`config.mk`:
```
export PLATFORM = sky130hd
export DESIGN_NAME = serial_channel
export DESIGN_NICKNAME = d
export VERILOG_FILES = /design/src/serial_unit_pkg.sv /design/src/baud_gen.sv /design/src/serial_channel.sv
export SDC_FILE = /design/constraint.sdc
export NUM_CORES = 1
export LEC_CHECK = 0
export BUFFER_PORTS_ARGS = -buffer_cell sky130_fd_sc_hd__buf_2
export CAP_MARGIN = 20
export CORE_UTILIZATION = 54
export CTS_BUF_LIST = sky130_fd_sc_hd__clkbuf_8
export DETAILED_ROUTE_END_ITERATION = 12
export GPL_TIMING_DRIVEN = 0
export PLACE_DENSITY = 0.76
export SYNTH_ARGS = -nofsm -noshare
export SYNTH_HDL_FRONTEND = slang
export SYNTH_SLANG_ARGS = --single-unit
```
`constraint.sdc`:
```
create_clock -name clk -period 7.11 [get_ports clk]
set_input_delay 0.711 -clock clk [delete_from_list [all_inputs] [get_ports clk]]
set_output_delay 0.711 -clock clk [all_outputs]
set_load 0.01 [all_outputs]
```
`src/serial_unit_pkg.sv`:
```
// Purpose: shared types and constants of the serial channel
// Assumes: one channel per instance, four per unit, two units
// Notes:   sizes of fields fixed here, used by both design files
// =============================================================
// package
package serial_unit_pkg;

  localparam int NUM_UNITS    = 2;
  localparam int CH_PER_UNIT  = 4;
  localparam int PSEL_W       = 4;
  localparam int DIV_W        = 7;
  localparam int FRAME_W      = 12;

  localparam logic [3:0] BITS_7   = 4'h7;
  localparam logic [3:0] BITS_8   = 4'h8;
  localparam logic [3:0] BITS_9   = 4'h9;
  localparam logic [3:0] BITS_IIC = 4'h9;
  localparam logic [3:0] BITS_FRM = 4'hC;
  localparam logic [8:0] MASK_9   = 9'h1FF;
  localparam logic [15:0] PRE_ALL = 16'hFFFF;

  typedef enum logic [1:0] {
    MODE_CSI    = 2'b00,
    MODE_CSI_SS = 2'b01,
    MODE_UART   = 2'b10,
    MODE_IIC    = 2'b11
  } mode_t;

  typedef enum logic [1:0] {
    LEN_7 = 2'b00,
    LEN_8 = 2'b01,
    LEN_9 = 2'b10
  } len_t;

  typedef enum logic {
    ST_IDLE = 1'b0,
    ST_RUN  = 1'b1
  } st_t;

  typedef struct packed {
    logic              en;
    mode_t             mode;
    logic              master;
    len_t              len;
    logic              msb_first;
    logic              ck_pol;
    logic              dat_phase;
    logic              par_en;
    logic              par_odd;
    logic              inv_tx;
    logic              inv_rx;
    logic              iic_rcv;
    logic              ack_en;
    logic [PSEL_W-1:0] psel;
    logic [DIV_W-1:0]  div;
  } cfg_t;

  typedef struct packed {
    logic rx_full;
    logic tx_full;
    logic busy;
    logic ovr;
    logic fe;
    logic pe;
    logic ack_err;
  } stat_t;

endpackage : serial_unit_pkg

```
`src/baud_gen.sv`:
```
// Purpose: transfer clock of one channel, prescaler then counter
// Assumes: clr held while the channel is idle
// Notes:   one tick per half bit; psel 0 and div 0 tick every cycle
`timescale 1ns/1ps
module baud_gen
#(
  parameter int PW = serial_unit_pkg::PSEL_W,
  parameter int DW = serial_unit_pkg::DIV_W
)
(
  input  logic          clk,
  input  logic          sys_rst,
  input  logic          clr,
  input  logic [PW-1:0] psel,
  input  logic [DW-1:0] div,
  output logic          tick_reg
);

  logic [15:0]   pre_reg;
  logic [DW-1:0] cnt_reg;
  logic          pp;

  // =============================================================
  // prescaler and channel counter
  assign pp = &(pre_reg | (serial_unit_pkg::PRE_ALL << psel));

  always_ff @(posedge clk or posedge sys_rst)
  begin
    if (sys_rst)
    begin
      pre_reg  <= '0;
      cnt_reg  <= '0;
      tick_reg <= 1'b0;
    end
    else if (clr)
    begin
      pre_reg  <= '0;
      cnt_reg  <= '0;
      tick_reg <= 1'b0;
    end
    else
    begin
      pre_reg  <= pre_reg + 16'h0001;
      tick_reg <= pp & (cnt_reg == div);
      if (pp)
        cnt_reg <= (cnt_reg == div) ? '0 : DW'(cnt_reg + 1'b1);
    end
  end
endmodule : baud_gen

```
`src/serial_channel.sv`:
```
// Purpose: one serial channel: clocked, select-slave, uart, two-wire
// Assumes: pins synchronous to clk; software steers via cfg ports
// Notes:   a unit holds four instances, the device two units
`timescale 1ns/1ps
module serial_channel
#(
  parameter int CH_IDX = 0
)
(
  input  logic                   clk,
  input  logic                   sys_rst,
  input  serial_unit_pkg::cfg_t  cfg,
  input  logic                   tx_wr,
  input  logic [8:0]             tx_data,
  input  logic                   rx_rd,
  input  logic                   err_clr,
  input  logic                   sw_scl,
  input  logic                   sw_sda,
  input  logic                   sck_in,
  input  logic                   ss_n_in,
  input  logic                   sdi,
  output logic                   sck_out_reg,
  output logic                   sck_oe_reg,
  output logic                   sdo_reg,
  output logic                   sdo_oe_reg,
  output logic [8:0]             rx_data_reg,
  output serial_unit_pkg::stat_t stat_reg,
  output logic                   end_irq_reg,
  output logic                   empty_irq_reg,
  output logic                   err_irq_reg,
  output logic                   rxd_lvl_reg,
  output logic                   lin_fall_reg
);

  localparam bit TX_CH = (CH_IDX % 2) == 0;

  serial_unit_pkg::st_t st_reg;
  logic        ph_reg;
  logic        first_reg;
  logic        lead_reg;
  logic [3:0]  bcnt_reg;
  logic [11:0] sh_reg;
  logic [11:0] rsh_reg;
  logic [8:0]  tx_buf_reg;
  logic [3:0]  dl;
  logic [3:0]  dn;
  logic [3:0]  nb;
  logic [8:0]  dmask;
  logic [8:0]  dord;
  logic [8:0]  dsel;
  logic [8:0]  rxv;
  logic [11:0] fr;
  logic [11:0] ld;
  logic [11:0] rsh_nx;
  logic [11:0] raw;
  logic        is_uart;
  logic        is_iic;
  logic        is_ss;
  logic        slave;
  logic        run;
  logic        tick;
  logic        sb;
  logic        lead;
  logic        ea;
  logic        eb;
  logic        ln;
  logic        smp;
  logic        ss_ok;
  logic        start;
  logic        take;
  logic        acc;
  logic        done;
  logic        abort;
  logic        rx_ok;
  logic        ovr_set;
  logic        fe_set;
  logic        pe_set;
  logic        ack_set;
  logic        sck_v;
  logic        sck_oe_v;
  logic        sdo_v;
  logic        sdo_oe_v;

  // =============================================================
  // helpers
  function automatic logic [8:0] order(input logic [8:0] v, input logic [3:0] n, input logic msb);
    logic [8:0] r;
    r = v;
    if (msb)
    begin
      for (int i = 0; i < 9; i++)
        if (i < int'(n))
          r[i] = v[4'(int'(n) - 1 - i)];
    end
    return r;
  endfunction : order

  // =============================================================
  // decode
  assign is_uart = cfg.mode == serial_unit_pkg::MODE_UART;
  assign is_iic  = cfg.mode == serial_unit_pkg::MODE_IIC;
  assign is_ss   = cfg.mode == serial_unit_pkg::MODE_CSI_SS;
  assign slave   = is_ss | (cfg.mode == serial_unit_pkg::MODE_CSI & ~cfg.master);
  assign ss_ok   = ~is_ss | ~ss_n_in;
  assign run     = st_reg == serial_unit_pkg::ST_RUN;
  assign sb      = sdi ^ (cfg.inv_rx & ~is_iic);

  always_comb
  begin
    unique case (cfg.len)
      serial_unit_pkg::LEN_7: dl = serial_unit_pkg::BITS_7;
      serial_unit_pkg::LEN_9: dl = is_uart ? serial_unit_pkg::BITS_9 : serial_unit_pkg::BITS_8;
      default:                dl = serial_unit_pkg::BITS_8;
    endcase
  end

  // two-wire bytes are fixed at eight bits, msb first, address in the top seven
  assign dn    = is_iic ? serial_unit_pkg::BITS_8 : dl;
  assign dmask = serial_unit_pkg::MASK_9 >> (serial_unit_pkg::BITS_9 - dn);
  assign dord  = order(tx_buf_reg, dn, cfg.msb_first | is_iic);
  assign nb    = is_iic ? serial_unit_pkg::BITS_IIC
               : is_uart ? 4'(dl + 4'h2 + {3'h0, cfg.par_en}) : dl;

  // =============================================================
  // transmit frame and load value
  always_comb
  begin
    fr    = '1;
    fr[0] = 1'b0;
    for (int i = 0; i < 9; i++)
      if (i < int'(dl))
        fr[i + 1] = dord[i];
    if (cfg.par_en)
      fr[4'(dl + 4'h1)] = ^(dord & dmask) ^ cfg.par_odd;
  end

  always_comb
  begin
    if (is_uart)
      ld = fr;
    else if (is_iic)
      ld = cfg.iic_rcv ? {3'h7, ~cfg.ack_en, 8'hFF} : {4'hF, dord[7:0]};
    else
      ld = stat_reg.tx_full ? {3'h7, dord} : '1;
  end

  // =============================================================
  // events
  assign lead = sck_in ^ cfg.ck_pol;
  // slave edges come from a sampled pin, hence the six-clock minimum period
  assign ea   = slave ? (lead & ~lead_reg) : (tick & ~ph_reg);
  assign eb   = slave ? (~lead & lead_reg) : (tick & ph_reg);
  assign ln   = cfg.dat_phase ? ea : eb;
  assign smp  = run & ((is_uart | is_iic) ? (tick & ~ph_reg) : (cfg.dat_phase ? eb : ea));

  assign rsh_nx = smp ? {sb, rsh_reg[11:1]} : rsh_reg;
  assign raw    = rsh_nx >> (serial_unit_pkg::BITS_FRM - nb);
  assign dsel   = is_uart ? raw[9:1] : raw[8:0];
  assign rxv    = order(dsel & dmask, dn, cfg.msb_first | is_iic) & dmask;

  always_comb
  begin
    unique case (cfg.mode)
      serial_unit_pkg::MODE_UART:
        start = ~run & (TX_CH ? stat_reg.tx_full : (rxd_lvl_reg & ~sb));
      serial_unit_pkg::MODE_IIC:
        start = ~run & stat_reg.tx_full;
      default:
        start = ~run & (slave ? ss_ok : stat_reg.tx_full);
    endcase
    start = start & cfg.en;
  end

  always_comb
  begin
    unique case (cfg.mode)
      serial_unit_pkg::MODE_UART:
        done = run & tick & (TX_CH ? ph_reg : ~ph_reg) & (bcnt_reg == 4'(nb - 4'h1));
      serial_unit_pkg::MODE_IIC:
        done = run & tick & ph_reg & (bcnt_reg == serial_unit_pkg::BITS_IIC);
      default:
        done = run & eb & (4'(bcnt_reg + {3'h0, cfg.dat_phase}) == dl);
    endcase
  end

  // false start bit or dropped select ends the frame without a result
  assign abort = run & ((slave & ~ss_ok)
               | (is_uart & ~TX_CH & smp & (bcnt_reg == 4'h0) & sb) | ~cfg.en);
  assign take  = start & stat_reg.tx_full & ~(is_uart & ~TX_CH);
  assign acc   = tx_wr & (~stat_reg.tx_full | take);
  assign rx_ok = done & ~(is_uart & TX_CH) & ~(is_iic & ~cfg.iic_rcv);

  baud_gen u_brg
  (
    .clk      (clk),
    .sys_rst  (sys_rst),
    .clr      (~run),
    .psel     (cfg.psel),
    .div      (cfg.div),
    .tick_reg (tick)
  );

  // =============================================================
  // shift engine
  always_ff @(posedge clk or posedge sys_rst)
  begin
    if (sys_rst)
    begin
      st_reg    <= serial_unit_pkg::ST_IDLE;
      ph_reg    <= 1'b0;
      first_reg <= 1'b0;
      bcnt_reg  <= '0;
      sh_reg    <= '1;
      rsh_reg   <= '0;
      lead_reg  <= 1'b0;
    end
    else
    begin
      lead_reg <= lead;
      rsh_reg  <= rsh_nx;
      if (start)
      begin
        st_reg    <= serial_unit_pkg::ST_RUN;
        ph_reg    <= 1'b0;
        first_reg <= 1'b1;
        bcnt_reg  <= '0;
        sh_reg    <= ld;
      end
      else if (done | abort)
        st_reg <= serial_unit_pkg::ST_IDLE;
      else if (run & (is_uart | is_iic))
      begin
        if (tick)
        begin
          ph_reg <= ~ph_reg;
          if ((is_uart & TX_CH) ? ph_reg : ~ph_reg)
            bcnt_reg <= bcnt_reg + 4'h1;
          if (ph_reg)
            sh_reg <= {1'b1, sh_reg[11:1]};
        end
      end
      else if (run)
      begin
        if (tick & ~slave)
          ph_reg <= ~ph_reg;
        if (ln)
        begin
          first_reg <= 1'b0;
          if (~(first_reg & cfg.dat_phase))
            sh_reg <= {1'b1, sh_reg[11:1]};
        end
        if (smp)
          bcnt_reg <= bcnt_reg + 4'h1;
      end
    end
  end

  // =============================================================
  // line drivers
  always_comb
  begin
    sck_v    = cfg.ck_pol;
    sck_oe_v = 1'b0;
    sdo_v    = 1'b1;
    sdo_oe_v = 1'b0;
    unique case (cfg.mode)
      serial_unit_pkg::MODE_CSI, serial_unit_pkg::MODE_CSI_SS:
      begin
        sck_v    = cfg.ck_pol ^ (run & ph_reg);
        sck_oe_v = cfg.en & ~slave;
        sdo_v    = sh_reg[0] ^ cfg.inv_tx;
        sdo_oe_v = cfg.en & ss_ok;
      end
      serial_unit_pkg::MODE_UART:
      begin
        sdo_v    = (~run | sh_reg[0]) ^ cfg.inv_tx;
        sdo_oe_v = cfg.en & TX_CH;
      end
      serial_unit_pkg::MODE_IIC:
      begin
        // open drain: only ever pulls low; no clock readback, so no stretching
        sck_v    = 1'b0;
        sck_oe_v = cfg.en & ~(run ? ph_reg : sw_scl);
        sdo_v    = 1'b0;
        sdo_oe_v = cfg.en & ~(run ? sh_reg[0] : sw_sda);
      end
    endcase
  end

  always_ff @(posedge clk or posedge sys_rst)
  begin
    if (sys_rst)
    begin
      sck_out_reg  <= 1'b0;
      sck_oe_reg   <= 1'b0;
      sdo_reg      <= 1'b1;
      sdo_oe_reg   <= 1'b0;
      rxd_lvl_reg  <= 1'b1;
      lin_fall_reg <= 1'b0;
    end
    else
    begin
      sck_out_reg  <= sck_v;
      sck_oe_reg   <= sck_oe_v;
      sdo_reg      <= sdo_v;
      sdo_oe_reg   <= sdo_oe_v;
      rxd_lvl_reg  <= sb;
      lin_fall_reg <= rxd_lvl_reg & ~sb & is_uart & ~TX_CH;
    end
  end

  // =============================================================
  // buffers, flags and interrupts
  assign ovr_set = rx_ok & stat_reg.rx_full & ~rx_rd;
  assign fe_set  = done & is_uart & ~TX_CH & ~sb;
  assign pe_set  = done & is_uart & ~TX_CH & cfg.par_en
                 & (^(raw[9:1] & dmask) ^ cfg.par_odd ^ raw[4'(dl + 4'h1)]);
  assign ack_set = done & is_iic & ~cfg.iic_rcv & raw[8];

  always_ff @(posedge clk or posedge sys_rst)
  begin
    if (sys_rst)
    begin
      stat_reg      <= '0;
      tx_buf_reg    <= '0;
      rx_data_reg   <= '0;
      end_irq_reg   <= 1'b0;
      empty_irq_reg <= 1'b0;
      err_irq_reg   <= 1'b0;
    end
    else
    begin
      if (acc)
        tx_buf_reg <= tx_data;
      if (rx_ok)
        rx_data_reg <= rxv;
      // each flag: a set in the clear cycle wins
      stat_reg.tx_full <= acc | (stat_reg.tx_full & ~take);
      stat_reg.rx_full <= rx_ok | (stat_reg.rx_full & ~rx_rd);
      stat_reg.busy    <= start | (run & ~done & ~abort);
      stat_reg.ovr     <= ovr_set | (stat_reg.ovr & ~err_clr);
      stat_reg.fe      <= fe_set | (stat_reg.fe & ~err_clr);
      stat_reg.pe      <= pe_set | (stat_reg.pe & ~err_clr);
      stat_reg.ack_err <= ack_set | (stat_reg.ack_err & ~err_clr);
      end_irq_reg      <= done;
      empty_irq_reg    <= take;
      err_irq_reg      <= ovr_set | fe_set | pe_set | ack_set;
    end
  end
endmodule : serial_channel

```
==> Implementation_results.wiki, run 1 <==
{| class="wikitable"
! Metric !! Value
|-
| Outcome || completed
|-
| Net count of the mapped netlist || 883
|-
| Detailed-route via count || ~6700
|-
| Final Cycle Share || 0.859
|-
| Routed WL || 19.1 mm
|-
| Number of warning messages in the yosys log || 0
|-
| Quantity of gates resized following cts || 0
|-
| Endpoint type of the worst setup path || register
|-
| Port buffer count || just under 70
|-
| Ys async rst share || 1.00
|-
| Synth-to-layout area growth || 11.5%
|-
| Critical path fanouts, max || 10
|-
| Worst ir drop on vdd || 0.000190 V
|-
| Via density || 6.18
|-
| Crit path arrival time || 6380 ps
|-
| DRC viols || 0
|-
| Min-delay worst type || input port to async pin
|-
| Total number of nets in the final design || slightly below 1000
|-
| Clock network latency to the later pin of the worst-skew pair || about 400 ps
|-
| Clk pin slew, worst setup/hold paths || around 90 ps
|-
| Initial antenna violation count || 0
|-
| Max-slew headroom at the worst pin || 0.510
|-
| Global route overflow || 0
|-
| List of cells traversed by the critical path || buf_2, buf_2, buf_2, nand2b_1, clkbuf_1, a21oi_1, ha_1, nor3b_2, nor2_4, inv_2, ha_1, clkbuf_1, clkbuf_1, mux4_2, mux2i_1, or3_1, o21ai_0, mux2i_1, o21ai_0, o211ai_1, a31oi_1
|-
| Hold WS || ~360 ps
|-
| Aggregate global-route resource usage || 0.304
|-
| Setup Fix Bufs, Post-CTS || 0
|-
| Critical setup path kind || input port to register
|-
| Setup repair after global routing missed its margin || no
|-
| Total area of multi-input combinational cells || between 4000 and 5000 um^2
|-
| Max Clk Rate || roughly 160 MHz
|-
| Worst Path Buf+Inv || 7
|-
| Delay of the slowest critical-path stage || approximately 500 ps
|-
| FF+latch count, synth || 88
|-
| H-tree levels || 3
|-
| Cells taking the most area after synthesis || dfrtp_1 27%, mux4_2 5.5%, dfstp_2 5.3%
|-
| Vias in the first global route || 6186
|-
| Power per cell area || 246 nW/um^2
|-
| Core ar. || 12600 um^2
|-
| Dpl hpwl || between 10 and 15 mm
|-
| FF/Latch Area || about 2200 um^2
|-
| Final Max Tran Viols || 0
|-
| Count of final hold-check violations || 0
|-
| CTS tree || done
|-
| Setup crit start kind || input port
|-
| Total Neg Setup Slack || 0 ps
|-
| Largest register FFs || 15
|-
| Final worst clock skew || 16.8 ps
|-
| Number of clock buffers inserted by TritonCTS || 9
|-
| Distinct cells, synth || 80
|-
| Number of fillers in the final layout || 1170
|-
| Number of ports placed on the die boundary || 70
|-
| Post-CTS Hold Fix Bufs || 0
|-
| CTS Root Cell || clkbuf_8
|-
| Main synth FF type || dfrtp_1
|-
| Detailed-routing iteration count for the pre-antenna-repair pass || 5
|-
| Maximum Capacitance Violations || 0
|-
| Data required time at the worst endpoint || 7380 ps
|-
| Share of the synthesized area in the top cell type || 0.266
|-
| Number of enable-type register cells in the synthesized netlist || 0
|-
| Number of rows in the core area || 41
|-
| Combined area of all synthesized cells || roughly 7000 um^2
|-
| Post-route ant nets || 0
|-
| Number of placed cells counting well taps || 1063
|-
| Die Height || around 120 um
|-
| Synth area leader || dfrtp_1
|-
| Weighted congestion reported at the end of routability-driven placement || between 0.9 and 1
|-
| Buffer levels on the longest clock path || 2
|-
| Measured slew at the worst slew-check pin || 731 ps
|-
| Leakage power summed over all cells || 3.35 nW
|-
| Number of design-rule violations left by the first detailed-router iteration || about 610
|-
| Sink count of the clock tree || 88
|-
| Share of post-route cells with drive strength above 1 || 0.173
|-
| Post-Syn Instances || 822
|-
| Sequential-to-total area share from yosys stat || 0.318
|-
| Total Power Consumption || 1.91 mW
|-
| Wire length per cell after detailed routing || 17.7 um
|-
| Pin count of the biggest net entering global routing || 49
|-
| Count of non-filler cells in the finished layout || 1079
|-
| Initial core utilization || 0.552
|-
| Area enclosed by the die boundary || between 10000 and 15000 um^2
|-
| Minimum period implied by the final worst setup slack || 6110 ps
|-
| Count of endpoints failing setup in the final report || 0
|-
| Cell type of the slowest stage on the worst timing path || clkbuf_1
|-
| First-pass GRT wire length || between 30 and 40 mm
|-
| Cell family contributing the most delay on the critical path || buffers and inverters
|-
| Antenna diode count || 0
|-
| Avg Cell Area, Syn || 8.48 um^2
|-
| Die W || 116 um
|}
cell usage after synthesis (4+ instances only):
master     count
nand2_1       95
dfrtp_1       74
nor2_1        63
a21oi_1       58
o21ai_0       52
inv_1         33
clkbuf_1      32
nand3_1       29
mux2i_1       26
xnor2_1       23
nor3_1        20
xor2_1        20
mux4_2        17
ha_1          16
dfstp_2       14
mux2_2        14
o22ai_1       14
nand2b_1      12
nand4_1       11
or3_1         11
a211oi_1      10
o21ai_1       10
and3_1         9
buf_2          9
a21o_1         8
a221oi_1       8
a31oi_1        8
nor2b_1        8
nor4_1         8
buf_1          7
o211ai_1       7
and2_1         6
o31ai_1        6
or4_1          6
a22oi_1        4
nor3b_1        4
o2111ai_1      4
o21a_1         4
layout by cell type (no fill, tap or decap), drive strengths merged, types with 20 or more instances in the layout:
cell type and count:
xnor2 23, nand2 95, inv 37, dfrtp 74, clkbuf 43, a21oi 58, nand3 29, nor2 64
nor3 20, xor2 20, o21ai 62, mux2i 26, buf 88
path summary, 6_finish.rpt:
kind                       startpoint             end  slack [ps]  depth (start not counted)
max                           cfg[24]  rx_data_reg[0]        1000                         21
min in group clk            sh_reg[4]       sh_reg[4]         480                          2
max in group asynchronous     sys_rst     rxd_lvl_reg        6070                          3
min reg2reg                 sh_reg[4]       sh_reg[4]         480                          2
min                           sys_rst     stat_reg[1]         360                          2
max reg2reg                    ph_reg  rx_data_reg[0]        3400                         12
power by group:
| group | internal [mW] | switching (mW) |
|---|---|---|
| combinational | 0.341 | 0.455 |
| sequential | 0.615 | 0.113 |
| clock | 0.184 | 0.202 |
kinds of logic (layout without fill, tap and decap cells):
family                     Yosys count  count (layout)  synth area share
AOI/OAI and AO/OA                  236             236             0.226
xor gates and xnor gates            43              43            0.0540
adders and majority gates           16              16            0.0287
buffers and inverters               86             171            0.0506
DFF                                 88              88             0.318
muxes                               57              57             0.115
other                                1               1          0.000538
and+or+nand+nor                    295             295             0.207
stage by stage:
step                worst slack (ps)   util  area, um^2
floorplan                       2210      -        6970
global placement                 768  0.596        7530
detailed placement               714  0.599        7560
CTS                             1120  0.616        7770
global route                     591  0.616        7770
finish                          1000  0.616        7770
area by class of cell:
cell class	count	share of cell area
multi-input cells	648	0.566
flip-flops and latches	88	0.286
repair buffers	69	0.0473
plain buffers	51	0.0285
well taps	172	0.0277
clock buffers	11	0.0195
inverters	35	0.0172
clock inverters	5	0.00805
metal layers:
layer | up-vias | GRT usage | share of wire
li1 | 3192 | - | -
met2 | 276 | 0.463 | 0.44
met3 | 33 | 0.0560 | 0.075
met4 | 0 | 0.0829 | 0.015
met1 | 3165 | 0.442 | 0.47
met5 | - | 0 | 0
(Power assumes the default switching activity.)
==> run 2, diff against run 1 <==
Settings changed: CORE_UTILIZATION 54 to 45, PLACE_DENSITY 0.76 to 0.66.
==> Implementation_results.wiki, run 2 (synthesis gave the netlist of run 1 again) <==
{| class="wikitable"
! Metric !! Value
|-
| CTS tree || done
|-
| Maximum Capacitance Violations || 0 (unchanged)
|-
| Wire length per cell after detailed routing || 18.0 um (+1.7%)
|-
| Total Neg Setup Slack || 0 ps (unchanged)
|-
| Critical path fanouts, max || 10 (unchanged)
|-
| Initial core utilization || 0.460 (-0.0921)
|-
| Core ar. || 15100 um^2 (+20%)
|-
| Crit path arrival time || 6300 ps (-80 ps)
|-
| Max Clk Rate || 166 MHz (+1.2%)
|-
| Antenna diode count || 0 (unchanged)
|-
| Min-delay worst type || input port to async pin
|-
| Worst ir drop on vdd || 0.000106 V (-44%)
|-
| Total number of nets in the final design || 963 (unchanged)
|-
| Data required time at the worst endpoint || 7380 ps (about the same)
|-
| Final Cycle Share || 0.848 (-0.0106)
|-
| Die Height || 126 um (+9.4%)
|-
| Buffer levels on the longest clock path || 2 (unchanged)
|-
| Post-route ant nets || 0 (unchanged)
|-
| Area enclosed by the die boundary || 16000 um^2 (+20%)
|-
| Count of endpoints failing setup in the final report || 0 (unchanged)
|-
| Power per cell area || 240 nW/um^2 (-2.6%)
|-
| Minimum period implied by the final worst setup slack || 6030 ps (-75.0 ps)
|-
| Total area of multi-input combinational cells || 4400 um^2 (unchanged)
|-
| Outcome || completed
|-
| Number of fillers in the final layout || 1475 (+26%)
|-
| Via density || 6.12 (-1.0%)
|-
| DRC viols || 0 (unchanged)
|-
| Quantity of gates resized following cts || 0 (unchanged)
|-
| Setup repair after global routing missed its margin || no
|-
| Share of post-route cells with drive strength above 1 || 0.172 (-0.00110)
|-
| Measured slew at the worst slew-check pin || 789 ps (+57.8 ps)
|-
| Dpl hpwl || 14.9 mm (+3.8%)
|-
| Largest register FFs || 15 (unchanged)
|-
| Initial antenna violation count || 0 (unchanged)
|-
| Met3 Track Usage GR || 0.0477 (-0.00830)
|-
| Most used cells in the layout excluding fill and tap cells || 95 x nand2_1, 77 x buf_2, 74 x dfrtp_1
|-
| Pin count of the biggest net entering global routing || 59 (+20%)
|-
| Clock network latency to the later pin of the worst-skew pair || 390 ps (about the same)
|-
| CTS Root Cell || clkbuf_8
|-
| Setup crit start kind || input port
|-
| Detailed-routing iteration count for the pre-antenna-repair pass || 5 (unchanged)
|-
| Count of non-filler cells in the finished layout || 1095 (+1.5%)
|-
| Number of ports placed on the die boundary || 70 (unchanged)
|-
| Leakage power summed over all cells || 3.33 nW (-0.57%)
|-
| Port buffer count || 68 (unchanged)
|-
| Count of final hold-check violations || 0 (unchanged)
|-
| Routed WL || 19.7 mm (+3.2%)
|-
| Number of placed cells counting well taps || 1079 (+1.5%)
|-
| Critical setup path kind || input port to register
|-
| Max-slew headroom at the worst pin || 0.471 (-0.0388)
|-
| Final worst clock skew || 11.5 ps (-5.31 ps)
|-
| Die W || 126 um (+9.4%)
|-
| Setup Fix Bufs, Post-CTS || 0 (unchanged)
|-
| Global route overflow || 0 (unchanged)
|-
| Aggregate global-route resource usage || 0.255 (-0.0486)
|-
| Endpoint type of the worst setup path || register
|-
| Number of clock buffers inserted by TritonCTS || 9 (unchanged)
|-
| Detailed-route via count || 6697 (+0.47%)
|-
| Final Max Tran Viols || 0 (unchanged)
|-
| Number of rows in the core area || 45 (+9.8%)
|-
| Most utilized layer in the global route result || met1
|-
| Number of design-rule violations left by the first detailed-router iteration || 518 (-15%)
|-
| Met1 track demand over resource in global routing || 0.377 (-0.0652)
|-
| Depth of the worst register-to-register path || 12 (unchanged)
|-
| Clk pin slew, worst setup/hold paths || 90 ps (about the same)
|-
| First-pass GRT wire length || 32.1 mm (+1.6%)
|-
| Sink count of the clock tree || 88 (unchanged)
|-
| Met2 Use GR || 0.375 (-0.0880)
|-
| Vias in the first global route || 6071 (-1.9%)
|-
| Synth-to-layout area growth || 11.2%
|-
| FF/Latch Area || 2220 um^2 (unchanged)
|-
| Weighted congestion reported at the end of routability-driven placement || 0.965 (+1.1%)
|-
| H-tree levels || 3 (unchanged)
|-
| Post-CTS Hold Fix Bufs || 0 (unchanged)
|-
| Most common cell after layout, fill and taps aside || nand2_1
|}
==> run 2: worst max-delay path, stage by stage <==
cell and delay [ps]:
buf_2 150, buf_2 220, buf_2 230, nand2b_1 70
clkbuf_1 210, a21oi_1 430, ha_1 390, nor3b_2 390
nor2_4 100, inv_2 200, ha_1 210, clkbuf_1 430
clkbuf_1 470, mux4_2 410, mux2i_1 400, or3_1 190
o21ai_0 140, mux2i_1 350, mux2i_1 120, a221oi_1 320
a21oi_1 120
==> run 2: power breakdown <==
part | switching, mW | leakage (nW) | total (mW) | internal [mW]
combinational | 0.456 | 2.12 | 0.798 | 0.341
sequential | 0.115 | 1.13 | 0.730 | 0.615
clock | 0.202 | 0.0834 | 0.329 | 0.128
==> run 2: metrics by stage <==
stage	util	instance area, um^2	hold slack (ps)	power (mW)	worst slack (ps)
5_1_grt	0.512	7750	338	1.98	744
3_3_place_gp	0.498	7550	465	1.51	750
6_report	0.512	7750	318	1.86	1080
4_1_cts	0.512	7750	323	1.85	1200
2_1_floorplan	-	6970	441	1.30	2210
3_5_place_dp	0.500	7580	473	1.52	807
==> run 2: routing by layer <==
metal	vias to the layer above	routed length, um	share of wire
li1	3190	-	-
met1	3210	9410	0.48
met2	265	8570	0.43
met3	32	1340	0.068
met4	0	419	0.021
met5	-	0	0
==> run 2: path summary, 6_finish.rpt <==
check / start / end / slack [ps]
max: cfg[24] / rx_data_reg[2] / 1080
min: sys_rst / stat_reg[1] / 320
max reg2reg: ph_reg / rx_data_reg[0] / 3400
min reg2reg: sh_reg[5] / sh_reg[5] / 480
max in group asynchronous: sys_rst / rxd_lvl_reg / 6110
min in group clk: sh_reg[5] / sh_reg[5] / 480
==> run 2: cell type report <==
cell class	instances	share of cell area
Sequential cell	88	0.286
Clock inverter	7	0.00630
Multi-Input combinational cell	648	0.568
Inverter	35	0.0173
Timing Repair Buffer	69	0.0475
Clock buffer	9	0.0160
Tap cell	188	0.0304
Buffer	51	0.0286
==> run 3, diff against run 2 <==
Settings changed: ABC_AREA set to 1.
Clock period 7.11 ns to 6.2 ns, I/O delays scaled along.
==> Implementation_results.wiki, run 3 <==
{| class="wikitable"
! Metric !! Value
|-
| Outcome || finished, violations left
|-
| Failing checks || design-rule violations
|-
| Most frequently used cell type in the post-synthesis netlist || nand2_1
|-
| Max-slew headroom at the worst pin || 0.475 (+0.00428)
|-
| Critical path fanouts, max || 11 (+1)
|-
| FF+latch count, synth || 88 (unchanged)
|-
| Launching instance or port of the critical path || cfg[20]
|-
| Cell family contributing the most delay on the critical path || simple AND/OR/NAND/NOR gates
|-
| Global route overflow || 0 (unchanged)
|-
| Setup crit start kind || input port
|-
| Critical setup path kind || input port to register
|-
| Count of final hold-check violations || 0 (unchanged)
|-
| CTS Root Cell || clkbuf_8
|-
| Initial antenna violation count || 0 (unchanged)
|-
| Clock network latency to the later pin of the worst-skew pair || 380 ps (about the same)
|-
| Maximum Capacitance Violations || 0 (unchanged)
|-
| Min-delay worst type || input port to async pin
|-
| List of cells traversed by the critical path || buf_2, nor2_4, inv_2, nand2_4, ha_1, nand2_1, nand3_4, inv_4, buf_4, ha_1, inv_1, nand2_1, xor2_1, nor3_1, o21ai_2, a211oi_2, a21boi_2, nor3_2, inv_2, nor2_2, inv_2, a211oi_2, nand2_1, nand2_1
|-
| CTS tree || done
|-
| Most used cells in the layout excluding fill and tap cells || 234 x nand2_1, 154 x nand3_1, 96 x inv_1
|-
| Total number of nets in the final design || 1115 (+16%)
|-
| Leakage power summed over all cells || 3.91 nW (+17%)
|-
| Quantity of gates resized following cts || 0 (unchanged)
|-
| Power per cell area || 277 nW/um^2 (+15%)
|-
| Sequential-to-total area share from yosys stat || 0.323 (+0.00476)
|-
| Share of the synthesized area in the top cell type || 0.270 (+0.00397)
|-
| Count of endpoints failing setup in the final report || 0 (unchanged)
|-
| Crit path arrival time || 4250 ps (-2050 ps)
|-
| Port buffer count || 67 (-1.5%)
|-
| XOR/XNOR Fraction of Synth Area || 0.0264 (-0.0276)
|-
| Number of enable-type register cells in the synthesized netlist || 0 (unchanged)
|-
| Detailed-routing iteration count for the pre-antenna-repair pass || 9 (+4)
|-
| First-pass GRT wire length || 30.0 mm (-6.6%)
|-
| Worst ir drop on vdd || 0.000183 V (+73%)
|-
| Distinct cells, synth || 63 (-21%)
|-
| Library cell appearing most often on the critical path || nand2_1
|-
| Post-Syn Instances || 975 (+19%)
|-
| Avg Cell Area, Syn || 7.05 um^2 (-17%)
|-
| Synth-to-layout area growth || 11.9%
|-
| Dpl hpwl || 13.7 mm (-8.0%)
|-
| Startpoint of the worst-slack reg-to-reg timing path || ph_reg
|-
| Cell type of the slowest stage on the worst timing path || nor3_2
|-
| Initial core utilization || 0.467 (+0.00701)
|-
| Via density || 5.45 (-11%)
|-
| Combined area of all synthesized cells || 6870 um^2 (-1.5%)
|-
| Endpoint type of the worst setup path || register
|-
| Number of warning messages in the yosys log || 0 (unchanged)
|-
| Weighted congestion reported at the end of routability-driven placement || 0.902 (-6.5%)
|-
| Die W || 126 um (-0.73%)
|-
| DRC viols || 6 (+6)
|-
| Routed WL || 17.7 mm (-10%)
|-
| Most common cell after layout, fill and taps aside || nand2_1
|-
| Number of design-rule violations left by the first detailed-router iteration || 485 (-6.4%)
|-
| Cells taking the most area after synthesis || dfrtp_1 27%, nand2_1 13%, nand3_1 11%
|-
| Setup repair after global routing missed its margin || no
|-
| Net count of the mapped netlist || 1036 (+17%)
|-
| Antenna diode count || 0 (unchanged)
|-
| Number of ports placed on the die boundary || 70 (unchanged)
|-
| Final Max Tran Viols || 0 (unchanged)
|-
| Max Clk Rate || approximately 250 MHz
|-
| Number of placed cells counting well taps || 1227 (+14%)
|-
| Core ar. || 14700 um^2 (-2.9%)
|-
| Post-route ant nets || 0 (unchanged)
|-
| Mux share of post-synthesis cell area || 0.00328 (-0.112)
|-
| H-tree levels || 3 (unchanged)
|-
| Pin count of the biggest net entering global routing || 50 (-15%)
|-
| Main synth FF type || dfrtp_1
|-
| Delay of the slowest critical-path stage || 330 ps (-140 ps)
|-
| Total Power Consumption || 2.13 mW (+15%)
|-
| Clk pin slew, worst setup/hold paths || 90 ps (about the same)
|-
| Hold WS || 290 ps (-28.0 ps)
|-
| Aggregate global-route resource usage || 0.235 (-0.0199)
|-
| Wire length per cell after detailed routing || 14.3 um (-21%)
|-
| Final Cycle Share || 0.634
|-
| Minimum period implied by the final worst setup slack || 3930 ps
|-
| Number of rows in the core area || 44 (-2.2%)
|-
| Share of synthesized cell area in and, or, nand and nor gates || 0.370 (+0.163)
|-
| Share of post-route cells with drive strength above 1 || 0.197 (+0.0254)
|-
| Synth area leader || dfrtp_1
|-
| Die Height || 126 um (-0.73%)
|-
| Largest register FFs || 15 (unchanged)
|-
| Worst Path Buf+Inv || 7 (unchanged)
|-
| Sink count of the clock tree || 88 (unchanged)
|-
| Setup Fix Bufs, Post-CTS || 0 (unchanged)
|-
| Number of clock buffers inserted by TritonCTS || 9 (unchanged)
|-
| Count of non-filler cells in the finished layout || 1243 (+14%)
|-
| Final Util || 0.523 (+0.0111)
|-
| Ys async rst share || 1.00 (unchanged)
|-
| Synth Area in Compound Gates || 0.148 (-0.0777)
|-
| Combinational family with the most area after synthesis || simple AND/OR/NAND/NOR gates
|-
| Area enclosed by the die boundary || 15800 um^2 (-1.4%)
|-
| Measured slew at the worst slew-check pin || 782 ps (-6.90 ps)
|-
| Vias in the first global route || 6193 (+2.0%)
|-
| Detailed-route via count || 6779 (+1.2%)
|-
| Top cell types by occurrence after synthesis || 234 x nand2_1, 154 x nand3_1, 96 x inv_1
|-
| Data required time at the worst endpoint || 6530 ps (-850 ps)
|-
| Post-CTS Hold Fix Bufs || 0 (unchanged)
|-
| Buffer levels on the longest clock path || 2 (unchanged)
|-
| Adder-cell share of the synthesized area || 0.0291 (+0.000429)
|-
| Final worst clock skew || 15.8 ps (+4.34 ps)
|-
| Total Neg Setup Slack || 0 ps (unchanged)
|}
-- run 3: cell types whose count changed in the layout (fill, tap and decap cells not counted), sizes merged, moves of 12 or more --
cell and change:
clkbuf -22, inv +77, mux2 -12, mux2i -26, mux4 -17, nand2 +164
nand2b -12, nand3 +137, xnor2 -18
-- run 3: cell type report --
| class | instances | area [um^2] |
|---|---|---|
| fill | 1484 | 7010 |
| multi-input combinational | 739 | 3970 |
| sequential | 88 | 2220 |
| inverter | 114 | 444 |
| timing repair buffer | 68 | 363 |
| buffer | 34 | 241 |
| tap | 184 | 230 |
| clock buffer | 9 | 124 |
| clock inverter | 7 | 96.3 |
-- run 3: report_power, final --
part	switching (mW)	total, mW	internal [mW]
logic	0.575	0.889	0.314
registers	0.0734	0.785	0.712
clock network	0.224	0.452	0.228
total	0.873	2.13	1.25
-- run 3: layer usage --
metal,track usage,wire [um]
met5,0,0
met4,0.0674,261
met1,0.340,8810
met3,0.0359,956
met2,0.361,7710
-- run 3: through the flow --
step,area [um^2],worst slack (ps)
after global routing,7680,2020
final,7680,2270
after global placement,7430,1920
after CTS,7680,2290
after detailed placement,7460,1900
after floorplan,6870,2590
-- run 3: logic make-up after synthesis --
family,count (synthesis)
XOR/XNOR,19
other,1
multiplexers,2
buffers and inverters,148
adder cells (fa/ha/maj),16
AO/OA/AOI/OAI,164
AND/OR/NAND/NOR,537
flip-flops,88
-- run 3: worst paths after layout --
path	end	slack, ps	cells after the start
worst max-delay path	rx_data_reg[6]	2270	24
worst min-delay path	stat_reg[3]	290	2
worst max register to register	rx_data_reg[5]	3430	20
worst min register to register	u_brg.pre_reg[0]	480	1
max in group asynchronous	sh_reg[4]	5220	3
min in group clk	sdo_reg	380	2
